==> src/tws_regs.vh <==
// Register map, field positions and status codes of the two-wire slave
`ifndef TWS_REGS_VH
`define TWS_REGS_VH
// Register byte addresses
`define ADR_DATA 4'h0
`define ADR_OWN 4'h4
`define ADR_CTRL 4'h8
`define ADR_STAT 4'hC
`define ADR_SLEEP 4'h0
// Control register fields
`define CB_FLAG 7
`define CB_ACKEN 6
`define CB_START 5
`define CB_STOP 4
`define CB_WCOL 3
`define CB_EN 2
`define CB_IE 0
// Reset values
`define RST_OWN 8'h00
`define RST_CTRL 8'h00
`define RST_DATA 8'hFF
// Status codes
`define ST_IDLE 8'hF8
`define ST_OWN_ACK 8'h60
`define ST_ARB_OWN 8'h68
`define ST_GC_ACK 8'h70
`define ST_ARB_GC 8'h78
`define ST_DAT_ACK 8'h80
`define ST_DAT_NAK 8'h88
`define ST_GCD_ACK 8'h90
`define ST_GCD_NAK 8'h98
`define ST_STOP 8'hA0
`define GC_ADDR 7'h00
`endif

==> src/two_wire_slave_receiver.v <==
// Two-wire slave receiver with a classic Wishbone register slave
//
// The Wishbone slave port and the register addresses were decided locally.
`timescale 1ns/1ps
`include "tws_regs.vh"

// What this block does
// - Match bus address against upper seven own-address bits and respond.
// - Own-address bit0 set enables response to general call address zero.
// - Read direction goes transmitter (not built); write direction receives.
// - After own address with write bit, set flag and valid status.
// - Arbitration loss as master then addressed reports 0x68 or 0x78.
// - Clearing ack-enable mid transfer makes next data byte not-acked.
// - Ack-enable zero ignores own address; recognition resumes when set.
// - In deep sleep with ack-enable, recognise address and request wake.
// - After sleep match, hold SCL low until software clears flag.
// - Data register need not hold last bus byte after waking.
// - Own write address acked reports 0x60.
// - Arbitration lost then own write address acked reports 0x68.
// - General call acked reports 0x70.
// - Arbitration lost then general call acked reports 0x78.
// - Data acked under own address reports 0x80, byte in data register.
// - In 0x60 to 0x80, next byte acked only if ack-enable is one.
// - Not-acked byte reports 0x88 (0x98 under general call) then unaddressed slave.
// - Leaving addressed state with start set: unaddressed, start pending.
// - Data acked under general call reports 0x90.
// - Stop or repeated start while addressed reports 0xA0.
module two_wire_slave_receiver (
   // Clock, reset, enable
   input wire clk_i,
   input wire rst_i,
   input wire ce_i,
   // Wishbone slave
   input wire cyc_i,
   input wire stb_i,
   input wire we_i,
   input wire [3:0] adr_i,
   input wire [0:0] sel_i,
   input wire [7:0] dat_i,
   output reg [7:0] dat_o,
   output reg ack_o,
   // System power state, arbitration, start pending, interrupt
   input wire deep_sleep_i,
   input wire arb_lost_i,
   output reg wake_req_o,
   output reg start_pend_o,
   output reg irq_o,
   // Bus pins
   input wire scl_i,
   input wire sda_i,
   output reg scl_oe_o,
   output reg sda_oe_o
);

   // -----------------------------------------------------------------
   // State encoding
   // -----------------------------------------------------------------
   localparam S_IDLE = 5'b00001;
   localparam S_ADDR = 5'b00010;
   localparam S_AACK = 5'b00100;
   localparam S_DATA = 5'b01000;
   localparam S_DACK = 5'b10000;

   // -----------------------------------------------------------------
   // Pin synchronisers
   // -----------------------------------------------------------------
   reg scl_m_r, scl_s_r, scl_d_r;
   reg sda_m_r, sda_s_r, sda_d_r;
   always @(posedge clk_i) begin
      if (rst_i) begin
         scl_m_r <= 1'b1;
         scl_s_r <= 1'b1;
         scl_d_r <= 1'b1;
         sda_m_r <= 1'b1;
         sda_s_r <= 1'b1;
         sda_d_r <= 1'b1;
      end else if (ce_i) begin
         scl_m_r <= scl_i;
         scl_s_r <= scl_m_r;
         scl_d_r <= scl_s_r;
         sda_m_r <= sda_i;
         sda_s_r <= sda_m_r;
         sda_d_r <= sda_s_r;
      end
   end

   wire scl_rise = scl_s_r & ~scl_d_r;
   wire scl_fall = ~scl_s_r & scl_d_r;
   wire start_det = scl_s_r & scl_d_r & ~sda_s_r & sda_d_r;
   wire stop_det = scl_s_r & scl_d_r & sda_s_r & ~sda_d_r;

   // -----------------------------------------------------------------
   // Registers and state
   // -----------------------------------------------------------------
   reg [7:0] own_address_register;
   reg [7:0] bus_data_register;
   reg [7:0] bus_status_register;
   reg event_flag, acknowledge_enable, start_request, stop_request;
   reg write_collision_flag, interface_enable, event_interrupt_enable;
   reg [4:0] state_r;
   reg [7:0] shift_r;
   reg [3:0] bits_r;
   reg gc_r;
   reg addressed_r;
   reg ack_now_r;
   reg slept_r;

   wire general_call_enable = own_address_register[0];
   // A write lands at the edge where the master samples ack high
   wire wr_stb = cyc_i & stb_i & we_i & sel_i[0] & ack_o;
   wire flag_wr = wr_stb & (adr_i == `ADR_CTRL) & dat_i[`CB_FLAG];
   wire [7:0] ctrl_rd = {event_flag, acknowledge_enable, start_request,
      stop_request, write_collision_flag, interface_enable, 1'b0,
      event_interrupt_enable};

   // Byte complete with address fields
   wire [7:0] rx_byte = shift_r;
   wire own_hit = (rx_byte[7:1] == own_address_register[7:1]);
   wire gc_hit = (rx_byte[7:1] == `GC_ADDR) & general_call_enable;
   wire hold_scl = event_flag & addressed_r;

   // -----------------------------------------------------------------
   // Wishbone slave
   // -----------------------------------------------------------------
   always @(posedge clk_i) begin
      if (rst_i) begin
         ack_o <= 1'b0;
         dat_o <= 8'h00;
      end else if (ce_i) begin
         ack_o <= cyc_i & stb_i & ~ack_o;
         case (adr_i)
            `ADR_DATA: dat_o <= bus_data_register;
            `ADR_OWN: dat_o <= own_address_register;
            `ADR_CTRL: dat_o <= ctrl_rd;
            `ADR_STAT: dat_o <= bus_status_register;
            default: dat_o <= 8'h00;
         endcase
      end
   end

   // -----------------------------------------------------------------
   // Bus engine
   // -----------------------------------------------------------------
   always @(posedge clk_i) begin
      if (rst_i) begin
         own_address_register <= `RST_OWN;
         bus_data_register <= `RST_DATA;
         bus_status_register <= `ST_IDLE;
         event_flag <= 1'b0;
         acknowledge_enable <= 1'b0;
         start_request <= 1'b0;
         stop_request <= 1'b0;
         write_collision_flag <= 1'b0;
         interface_enable <= 1'b0;
         event_interrupt_enable <= 1'b0;
         state_r <= S_IDLE;
         shift_r <= 8'h00;
         bits_r <= 4'h0;
         gc_r <= 1'b0;
         addressed_r <= 1'b0;
         ack_now_r <= 1'b0;
         slept_r <= 1'b0;
         start_pend_o <= 1'b0;
         wake_req_o <= 1'b0;
         irq_o <= 1'b0;
         scl_oe_o <= 1'b0;
         sda_oe_o <= 1'b0;
      end else if (ce_i) begin
         // Software writes
         if (wr_stb && adr_i == `ADR_OWN)
            own_address_register <= dat_i;
         if (wr_stb && adr_i == `ADR_DATA) begin
            if (event_flag) begin
               bus_data_register <= dat_i;
               write_collision_flag <= 1'b0;
            end else
               write_collision_flag <= 1'b1;
         end
         if (wr_stb && adr_i == `ADR_CTRL) begin
            acknowledge_enable <= dat_i[`CB_ACKEN];
            start_request <= dat_i[`CB_START];
            stop_request <= dat_i[`CB_STOP];
            interface_enable <= dat_i[`CB_EN];
            event_interrupt_enable <= dat_i[`CB_IE];
            if (dat_i[`CB_FLAG]) begin
               event_flag <= 1'b0;
               wake_req_o <= 1'b0;
               slept_r <= 1'b0;
               if (dat_i[`CB_START])
                  start_pend_o <= 1'b1;
            end
         end
         if (start_pend_o && stop_det)
            start_pend_o <= 1'b0;
         irq_o <= event_flag & event_interrupt_enable;
         scl_oe_o <= hold_scl | (slept_r & addressed_r);
         // Serial engine
         if (!interface_enable) begin
            state_r <= S_IDLE;
            addressed_r <= 1'b0;
            sda_oe_o <= 1'b0;
         end else if (start_det || stop_det) begin
            if (addressed_r && !event_flag) begin
               bus_status_register <= `ST_STOP;
               event_flag <= 1'b1;
            end
            addressed_r <= 1'b0;
            sda_oe_o <= 1'b0;
            bits_r <= 4'h0;
            state_r <= start_det ? S_ADDR : S_IDLE;
         end else begin
            case (state_r)
               S_IDLE: begin
                  sda_oe_o <= 1'b0;
               end
               S_ADDR, S_DATA: begin
                  if (scl_rise && !hold_scl) begin
                     shift_r <= {shift_r[6:0], sda_s_r};
                     bits_r <= bits_r + 4'h1;
                  end
                  if (scl_fall && bits_r == 4'h8) begin
                     bits_r <= 4'h0;
                     if (state_r == S_ADDR) begin
                        if (acknowledge_enable && !rx_byte[0] &&
                           (own_hit || gc_hit)) begin
                           gc_r <= ~own_hit;
                           sda_oe_o <= 1'b1;
                           slept_r <= deep_sleep_i;
                           wake_req_o <= deep_sleep_i;
                           state_r <= S_AACK;
                        end else begin
                           state_r <= S_IDLE;
                        end
                     end else begin
                        if (!slept_r)
                           bus_data_register <= rx_byte;
                        ack_now_r <= acknowledge_enable;
                        sda_oe_o <= acknowledge_enable;
                        state_r <= S_DACK;
                     end
                  end
               end
               S_AACK: begin
                  if (scl_fall) begin
                     sda_oe_o <= 1'b0;
                     addressed_r <= 1'b1;
                     event_flag <= 1'b1;
                     if (gc_r)
                        bus_status_register <= arb_lost_i ?
                           `ST_ARB_GC : `ST_GC_ACK;
                     else
                        bus_status_register <= arb_lost_i ?
                           `ST_ARB_OWN : `ST_OWN_ACK;
                     state_r <= S_DATA;
                  end
               end
               S_DACK: begin
                  if (scl_fall) begin
                     sda_oe_o <= 1'b0;
                     event_flag <= 1'b1;
                     if (ack_now_r) begin
                        bus_status_register <= gc_r ?
                           `ST_GCD_ACK : `ST_DAT_ACK;
                        state_r <= S_DATA;
                     end else begin
                        bus_status_register <= gc_r ?
                           `ST_GCD_NAK : `ST_DAT_NAK;
                        state_r <= S_IDLE;
                     end
                  end
               end
               default: state_r <= S_IDLE;
            endcase
         end
         // Addressed state ends once a not-ack event is released
         if (flag_wr && (bus_status_register == `ST_DAT_NAK ||
            bus_status_register == `ST_GCD_NAK))
            addressed_r <= 1'b0;
      end
   end

endmodule // two_wire_slave_receiver

==> config.mk <==
export PLATFORM = sky130hd
export DESIGN_NAME = two_wire_slave_receiver
export DESIGN_NICKNAME = d
export VERILOG_FILES = /design/src/two_wire_slave_receiver.v
export VERILOG_INCLUDE_DIRS = /design/src
export SDC_FILE = /design/constraint.sdc
export NUM_CORES = 1
export LEC_CHECK = 0
export ABC_AREA = 1
export CELL_PAD_IN_SITES_DETAIL_PLACEMENT = 1
export CELL_PAD_IN_SITES_GLOBAL_PLACEMENT = 1
export CORE_MARGIN = 3
export CORE_UTILIZATION = 46
export CTS_CLUSTER_DIAMETER = 120
export DETAILED_ROUTE_END_ITERATION = 8
export DONT_BUFFER_PORTS = 1
export PLACE_DENSITY_LB_ADDON = 0.3
export SKIP_CTS_REPAIR_TIMING = 1
export SLEW_MARGIN = 5
export SYNTH_ARGS = -nofsm -noshare
export SYNTH_HDL_FRONTEND = slang
export SYNTH_SLANG_ARGS = --single-unit
==> constraint.sdc <==
create_clock -name clk_i -period 1.8 [get_ports clk_i]
set_input_delay 0.45 -clock clk_i [delete_from_list [all_inputs] [get_ports clk_i]]
set_output_delay 0.45 -clock clk_i [all_outputs]
set_load 0.01 [all_outputs]
## After elaboration in Yosys (flattened, before gate mapping)

Cells that the tools add are included.

- Flip-flop bits (word level): 72
- Input bits: 23
- Word-level logic and storage cells: 194
- Output and inout port bits: 14

- Bitwise gates (word level): 27
- Reduce and logical (&&, ||, !) cells: 38
- Muxes and demuxes: 74
- Equal/unequal tests: 24
- Add/subtract/negate cells: 1

Operators with widths:

| kind | number |
|---|---|
| $mux 8 | 12 |
| $mux 5 | 10 |
| $mux 1 | 39 |
| $pmux 8 s4 | 1 |
| $mux 4 | 7 |
| $pmux 5 s4 | 1 |
| $and 1x1->1 | 18 |
| $eq 8x8->1 const B | 2 |
| $pmux 8 s2 | 1 |
| $reduce_and 5->1 | 3 |
| $eq 4x4->1 const B | 3 |
| $ne 4x4->1 const B | 3 |
| $reduce_and 6->1 | 2 |
| $logic_and 1x1->1 | 10 |
| $ne 3x3->1 const B | 3 |
| $not 1->1 | 8 |
| $reduce_and 4->1 | 2 |
| $reduce_bool 2->1 | 4 |
| $eq 7x7->1 | 1 |
| $logic_not 7->1 | 1 |
| $reduce_and 7->1 | 1 |
| $reduce_and 2->1 | 3 |
| $reduce_bool 3->1 | 2 |
| $eq 5x1->1 const B | 1 |
| other kinds (21) | 26 |

## Depth between registers and ports, before layout

- Depth in word-level cells: 12
- Mapped depth: 13

## Least setup slack after synthesis

Ideal clock, no wire load.

- Path kind: input-to-reg
- From: input port adr_i[1]
- To: register event_flag
- Library setup time: 0.132 ns
- Arrival: 1.437 ns
- Path buffers: 0
- Setup slack: 0.231 ns
- Stages: 8
- Path through: nor2_4 > inv_1 > nor3_4 > nand2_1 > nor2_2 > inv_1 > o21ai_0 > a21oi_1

- Word-level cells in the longest chain between the ends: 7
- Elaborated cells between the ends (all ways): 8

Ends and longest elaborated chain:

| item | line | RTL |
|---|---|---|
| start, declared | two_wire_slave_receiver.v:37 | `input wire [3:0] adr_i,` |
| $eq 4x4->1 (*) | -- |  |
| $logic_and 1x1->1 (no source line) (*) | -- |  |
| $mux 1 (*) | two_wire_slave_receiver.v:179 | `` if (wr_stb && adr_i == `ADR_CTRL) begin `` |
| $mux 1 | two_wire_slave_receiver.v:244, two_wire_slave_receiver.v:258 |  |
| $mux 1 | -- |  |
| $mux 1 | two_wire_slave_receiver.v:202 | `end else if (start_det \|\| stop_det) begin` |
| $mux 1 (*) | two_wire_slave_receiver.v:198 | `if (!interface_enable) begin` |
| end signal, assigned | two_wire_slave_receiver.v:205 | `event_flag <= 1'b1;` |
| end signal, assigned | two_wire_slave_receiver.v:247 | `event_flag <= 1'b1;` |
| end signal, assigned | two_wire_slave_receiver.v:260 | `event_flag <= 1'b1;` |
| end, declared | two_wire_slave_receiver.v:98 | `reg event_flag, acknowledge_enable, start_request, stop_request;` |

Every way passes the cells marked *; elsewhere a longest branch is shown, timed or not.
A chain may end at the register's enable or synchronous reset.

## Worst setup path in the final report

- From: register shift_r[3] (netlist: rx_byte[3])
- To: register gc_r

- Word-level cells in the longest chain between the ends: 5
- Elaborated cells between the ends (all ways): 7

Ends and longest elaborated chain:

| item | line | RTL |
|---|---|---|
| start, declared | two_wire_slave_receiver.v:101 | `reg [7:0] shift_r;` |
| start signal, assigned | two_wire_slave_receiver.v:218 | `shift_r <= {shift_r[6:0], sda_s_r};` |
| $logic_not 7->1 (no source line) | -- |  |
| $and 1x1->1 | two_wire_slave_receiver.v:119 | `` wire gc_hit = (rx_byte[7:1] == `GC_ADDR) & general_call_enable; `` |
| $logic_or 1x1->1 | two_wire_slave_receiver.v:225 | `(own_hit \|\| gc_hit)) begin` |
| $logic_and 1x1->1 | two_wire_slave_receiver.v:224 | `if (acknowledge_enable && !rx_byte[0] &&` |
| $reduce_and 7->1 (no source line) | -- |  |
| end signal, assigned | two_wire_slave_receiver.v:226 | `gc_r <= ~own_hit;` |
| end, declared | two_wire_slave_receiver.v:103 | `reg gc_r;` |

Several ways; a longest one is shown, not always the timed one.

==> impl_results.md <==
- Outcome: complete, no violations
- Post-route DRC: 0
- Crit share post-route: 0.9809
- CP Launch Point: rx_byte[3]
- Initial Util: 0.4839
- CP most frequent cell: nand2_1
- Total Routing Usage GR: 0.2531
- Worst path bufs/invs: 1
- CP cell instances: inv_2 > nand2_1 > nand2_1 > nor2_1 > nand2_1 > o21bai_1 > nand2_2 > nor3_4 > nand3_2 > nand2_1 > nor2_1
- Core area: 7408 um2
- Antenna violations before repair: 0
- Min-delay src: rst_i
- Insertion delay to the later sink of the worst-skew pair: 350 ps
- Die area: slightly below 9000 um2
- Final RePlAce weighted congestion: 0.8008
- TNS Setup: 0 ps
- Fin Clk Skew: about 8 ps
- Post-Syn Area: 3585 um2
- Std cell rows: 31
- Required time worst endpoint: 2040 ps
- Post-Syn Nets: 530
- Critical Path AT: 2010 ps
- Seq/Total Area, Yosys: 0.3853
- H-tree depth: 3
- Vias per cell: ~5.6
- Worst hold path type: input port to flip-flop
- DR vias: approximately 3500
- Hpwl dp: 7835 um
- Worst Path Max Fanout: 4
- Initial DRC Count: 160
- Largest net degree at the start of global routing: 38
- RSZ-0062 raised after global routing: yes
- R2r startpoint: rx_byte[3]
- Mean Syn Cell Area: 7.098 um2
- Hold WS: 152.0 ps
- CTS tree: done
- Final #Nets: 546
- Max Cap Violations: 0
- Height of the die: 94.28 um
- Slew headroom: 0.6938
- Final Hold Viols: 0
- First-pass GRT wire length: roughly 17000 um
- Nature of the critical path startpoint: flip-flop
- Vias in the first global route: 3559
- Ys Warns: 0
- Diode count: 0
- Wirelength per Cell: 17.59 um
- Clock slew at reported path FFs: approximately 80 ps
- Area grow syn2layout: 12.53%
- Setup Crit Path Kind: flip-flop to flip-flop
- Clk buf depth: 2
- Yosys cell types: between 40 and 50
- Number of routed nets with antenna violations: 0
- Slowest stage delay, CP: 370 ps
- Final Max Slew Viols: 0
- CTS buffer count: 9
- Die Span X: 94.28 um
- Final instance area: between 4000 and 5000 um2
- #FFs+latches synth: between 60 and 70
- Share of cells above drive strength 1: 0.2034
- CTS Sinks: about 70
- Initial DRT Pass Iterations: 4
- IO Count: 37
- Final setup violation count: 0
- Final Critical Period: 1766 ps
- Total grt overflow: 0
- Final WL: 10990 um
- Endpoint class of the critical path: flip-flop
- Slowest-stage cell, CP: dfxtp_4
- Port bufs: 0
- Power density cells: ~740 nW/um2
- Peak supply drop: 0.0003561 V
- Slew @ Worst Pin: between 400 and 500 ps
- Crit path max-delay family: simple AND/OR/NAND/NOR gates
- Post-Syn Instances: ~510
- Leakage: 1.737 nW
- Cell area after placement: 3749 um2
- Max Freq: approximately 0.57 GHz
- Root Driver: clkbuf_8
==> cell usage after synthesis, drive strengths merged <==
cell	n	area, um2
or2	1	6.260
nor2	61	285.3
nor3	8	83.83
a31oi	1	6.260
a211oi	7	62.56
o21bai	2	18.77
o31ai	2	15.01
inv	79	299.0
nor4	1	6.260
xnor2	1	8.760
ha	2	25.02
a21oi	59	299.0
nand2	92	377.9
clkbuf	8	30.03
a21boi	1	7.510
o21ai	53	265.3
o2111ai	2	17.52
o211ai	6	45.04
o22ai	6	37.54
nand4	10	105.1
a311oi	1	8.760
buf	8	47.54
dfxtp	69	1381
nand3	25	145.1
==> placed cells by master (no fill, tap or decap), types with 7 or more instances in the layout <==
master,netlist,layout
buf_4,0,20
o21ai_1,13,14
nand2_1,85,81
o21ai_0,40,39
nand3_1,21,19
inv_1,68,60
dfxtp_1,69,59
nor2_1,52,50
inv_2,10,17
a21oi_1,58,58
clkbuf_8,0,11
nand2_2,4,7
==> layout make-up <==
| class | count | area [um2] |
|---|---|---|
| clock inverter | 4 | 22.52 |
| tap | 99 | 123.9 |
| fill | 968 | 3374 |
| multi-input combinational | 341 | 1857 |
| timing repair buffer | 21 | 170.2 |
| clock buffer | 12 | 155.1 |
| sequential | 69 | 1404 |
| inverter | 79 | 301.5 |
==> flip-flops by register name (all words and copies together), names as in the netlist, 4 cells and up <==
register              flops
bits_r                    4
bus_data_register         8
bus_status_register       5
dat_o                     8
own_address_register      8
rx_byte                   8
state_r                   5
==> path summary, 6_finish.rpt <==
check        endpoint  slack, ps  depth (start not counted)
max              gc_r         30                         11
min          dat_o[5]        150                          1
max reg2reg      gc_r         30                         11
min reg2reg   scl_m_r        470                          2
==> cells by family (layout without fill, tap and decap cells) <==
group / after synthesis / after routing / synth area share
adders and majority gates: 2 / 2 / 0.006980
and+or+nand+nor: 198 / 198 / 0.2817
AOI/OAI and AO/OA: 140 / 140 / 0.2185
buffers and inverters: 95 / 116 / 0.1051
xor gates and xnor gates: 1 / 1 / 0.002444
DFF: 69 / 69 / 0.3853
==> stage by stage <==
step                instances  power [mW]  utilization  setup slack (ps)
global placement          602       1.840       0.5060             159.2
global route              625       3.124       0.5445            -83.21
floorplan                 505       1.807            -             231.3
CTS                       618       2.996       0.5300             31.65
detailed placement        602       1.852       0.5060             100.3
finish                    625       2.979       0.5445             34.37
==> report_power, final <==
group          internal, mW  switching, mW  total (mW)
clock                 0.569          0.595        1.16
combinational        0.0781          0.149       0.227
sequential             1.56         0.0320        1.59
==> per-layer routing <==
layer	up-vias	global-route usage	routed length, um
li1	1691	-	-
met2	83	0.4232	5331
met3	14	0.07212	643
met4	0	0.06017	116
met5	-	0	0
met1	1692	0.3213	4900
No activity file was read; power rests on OpenSTA's default activity.
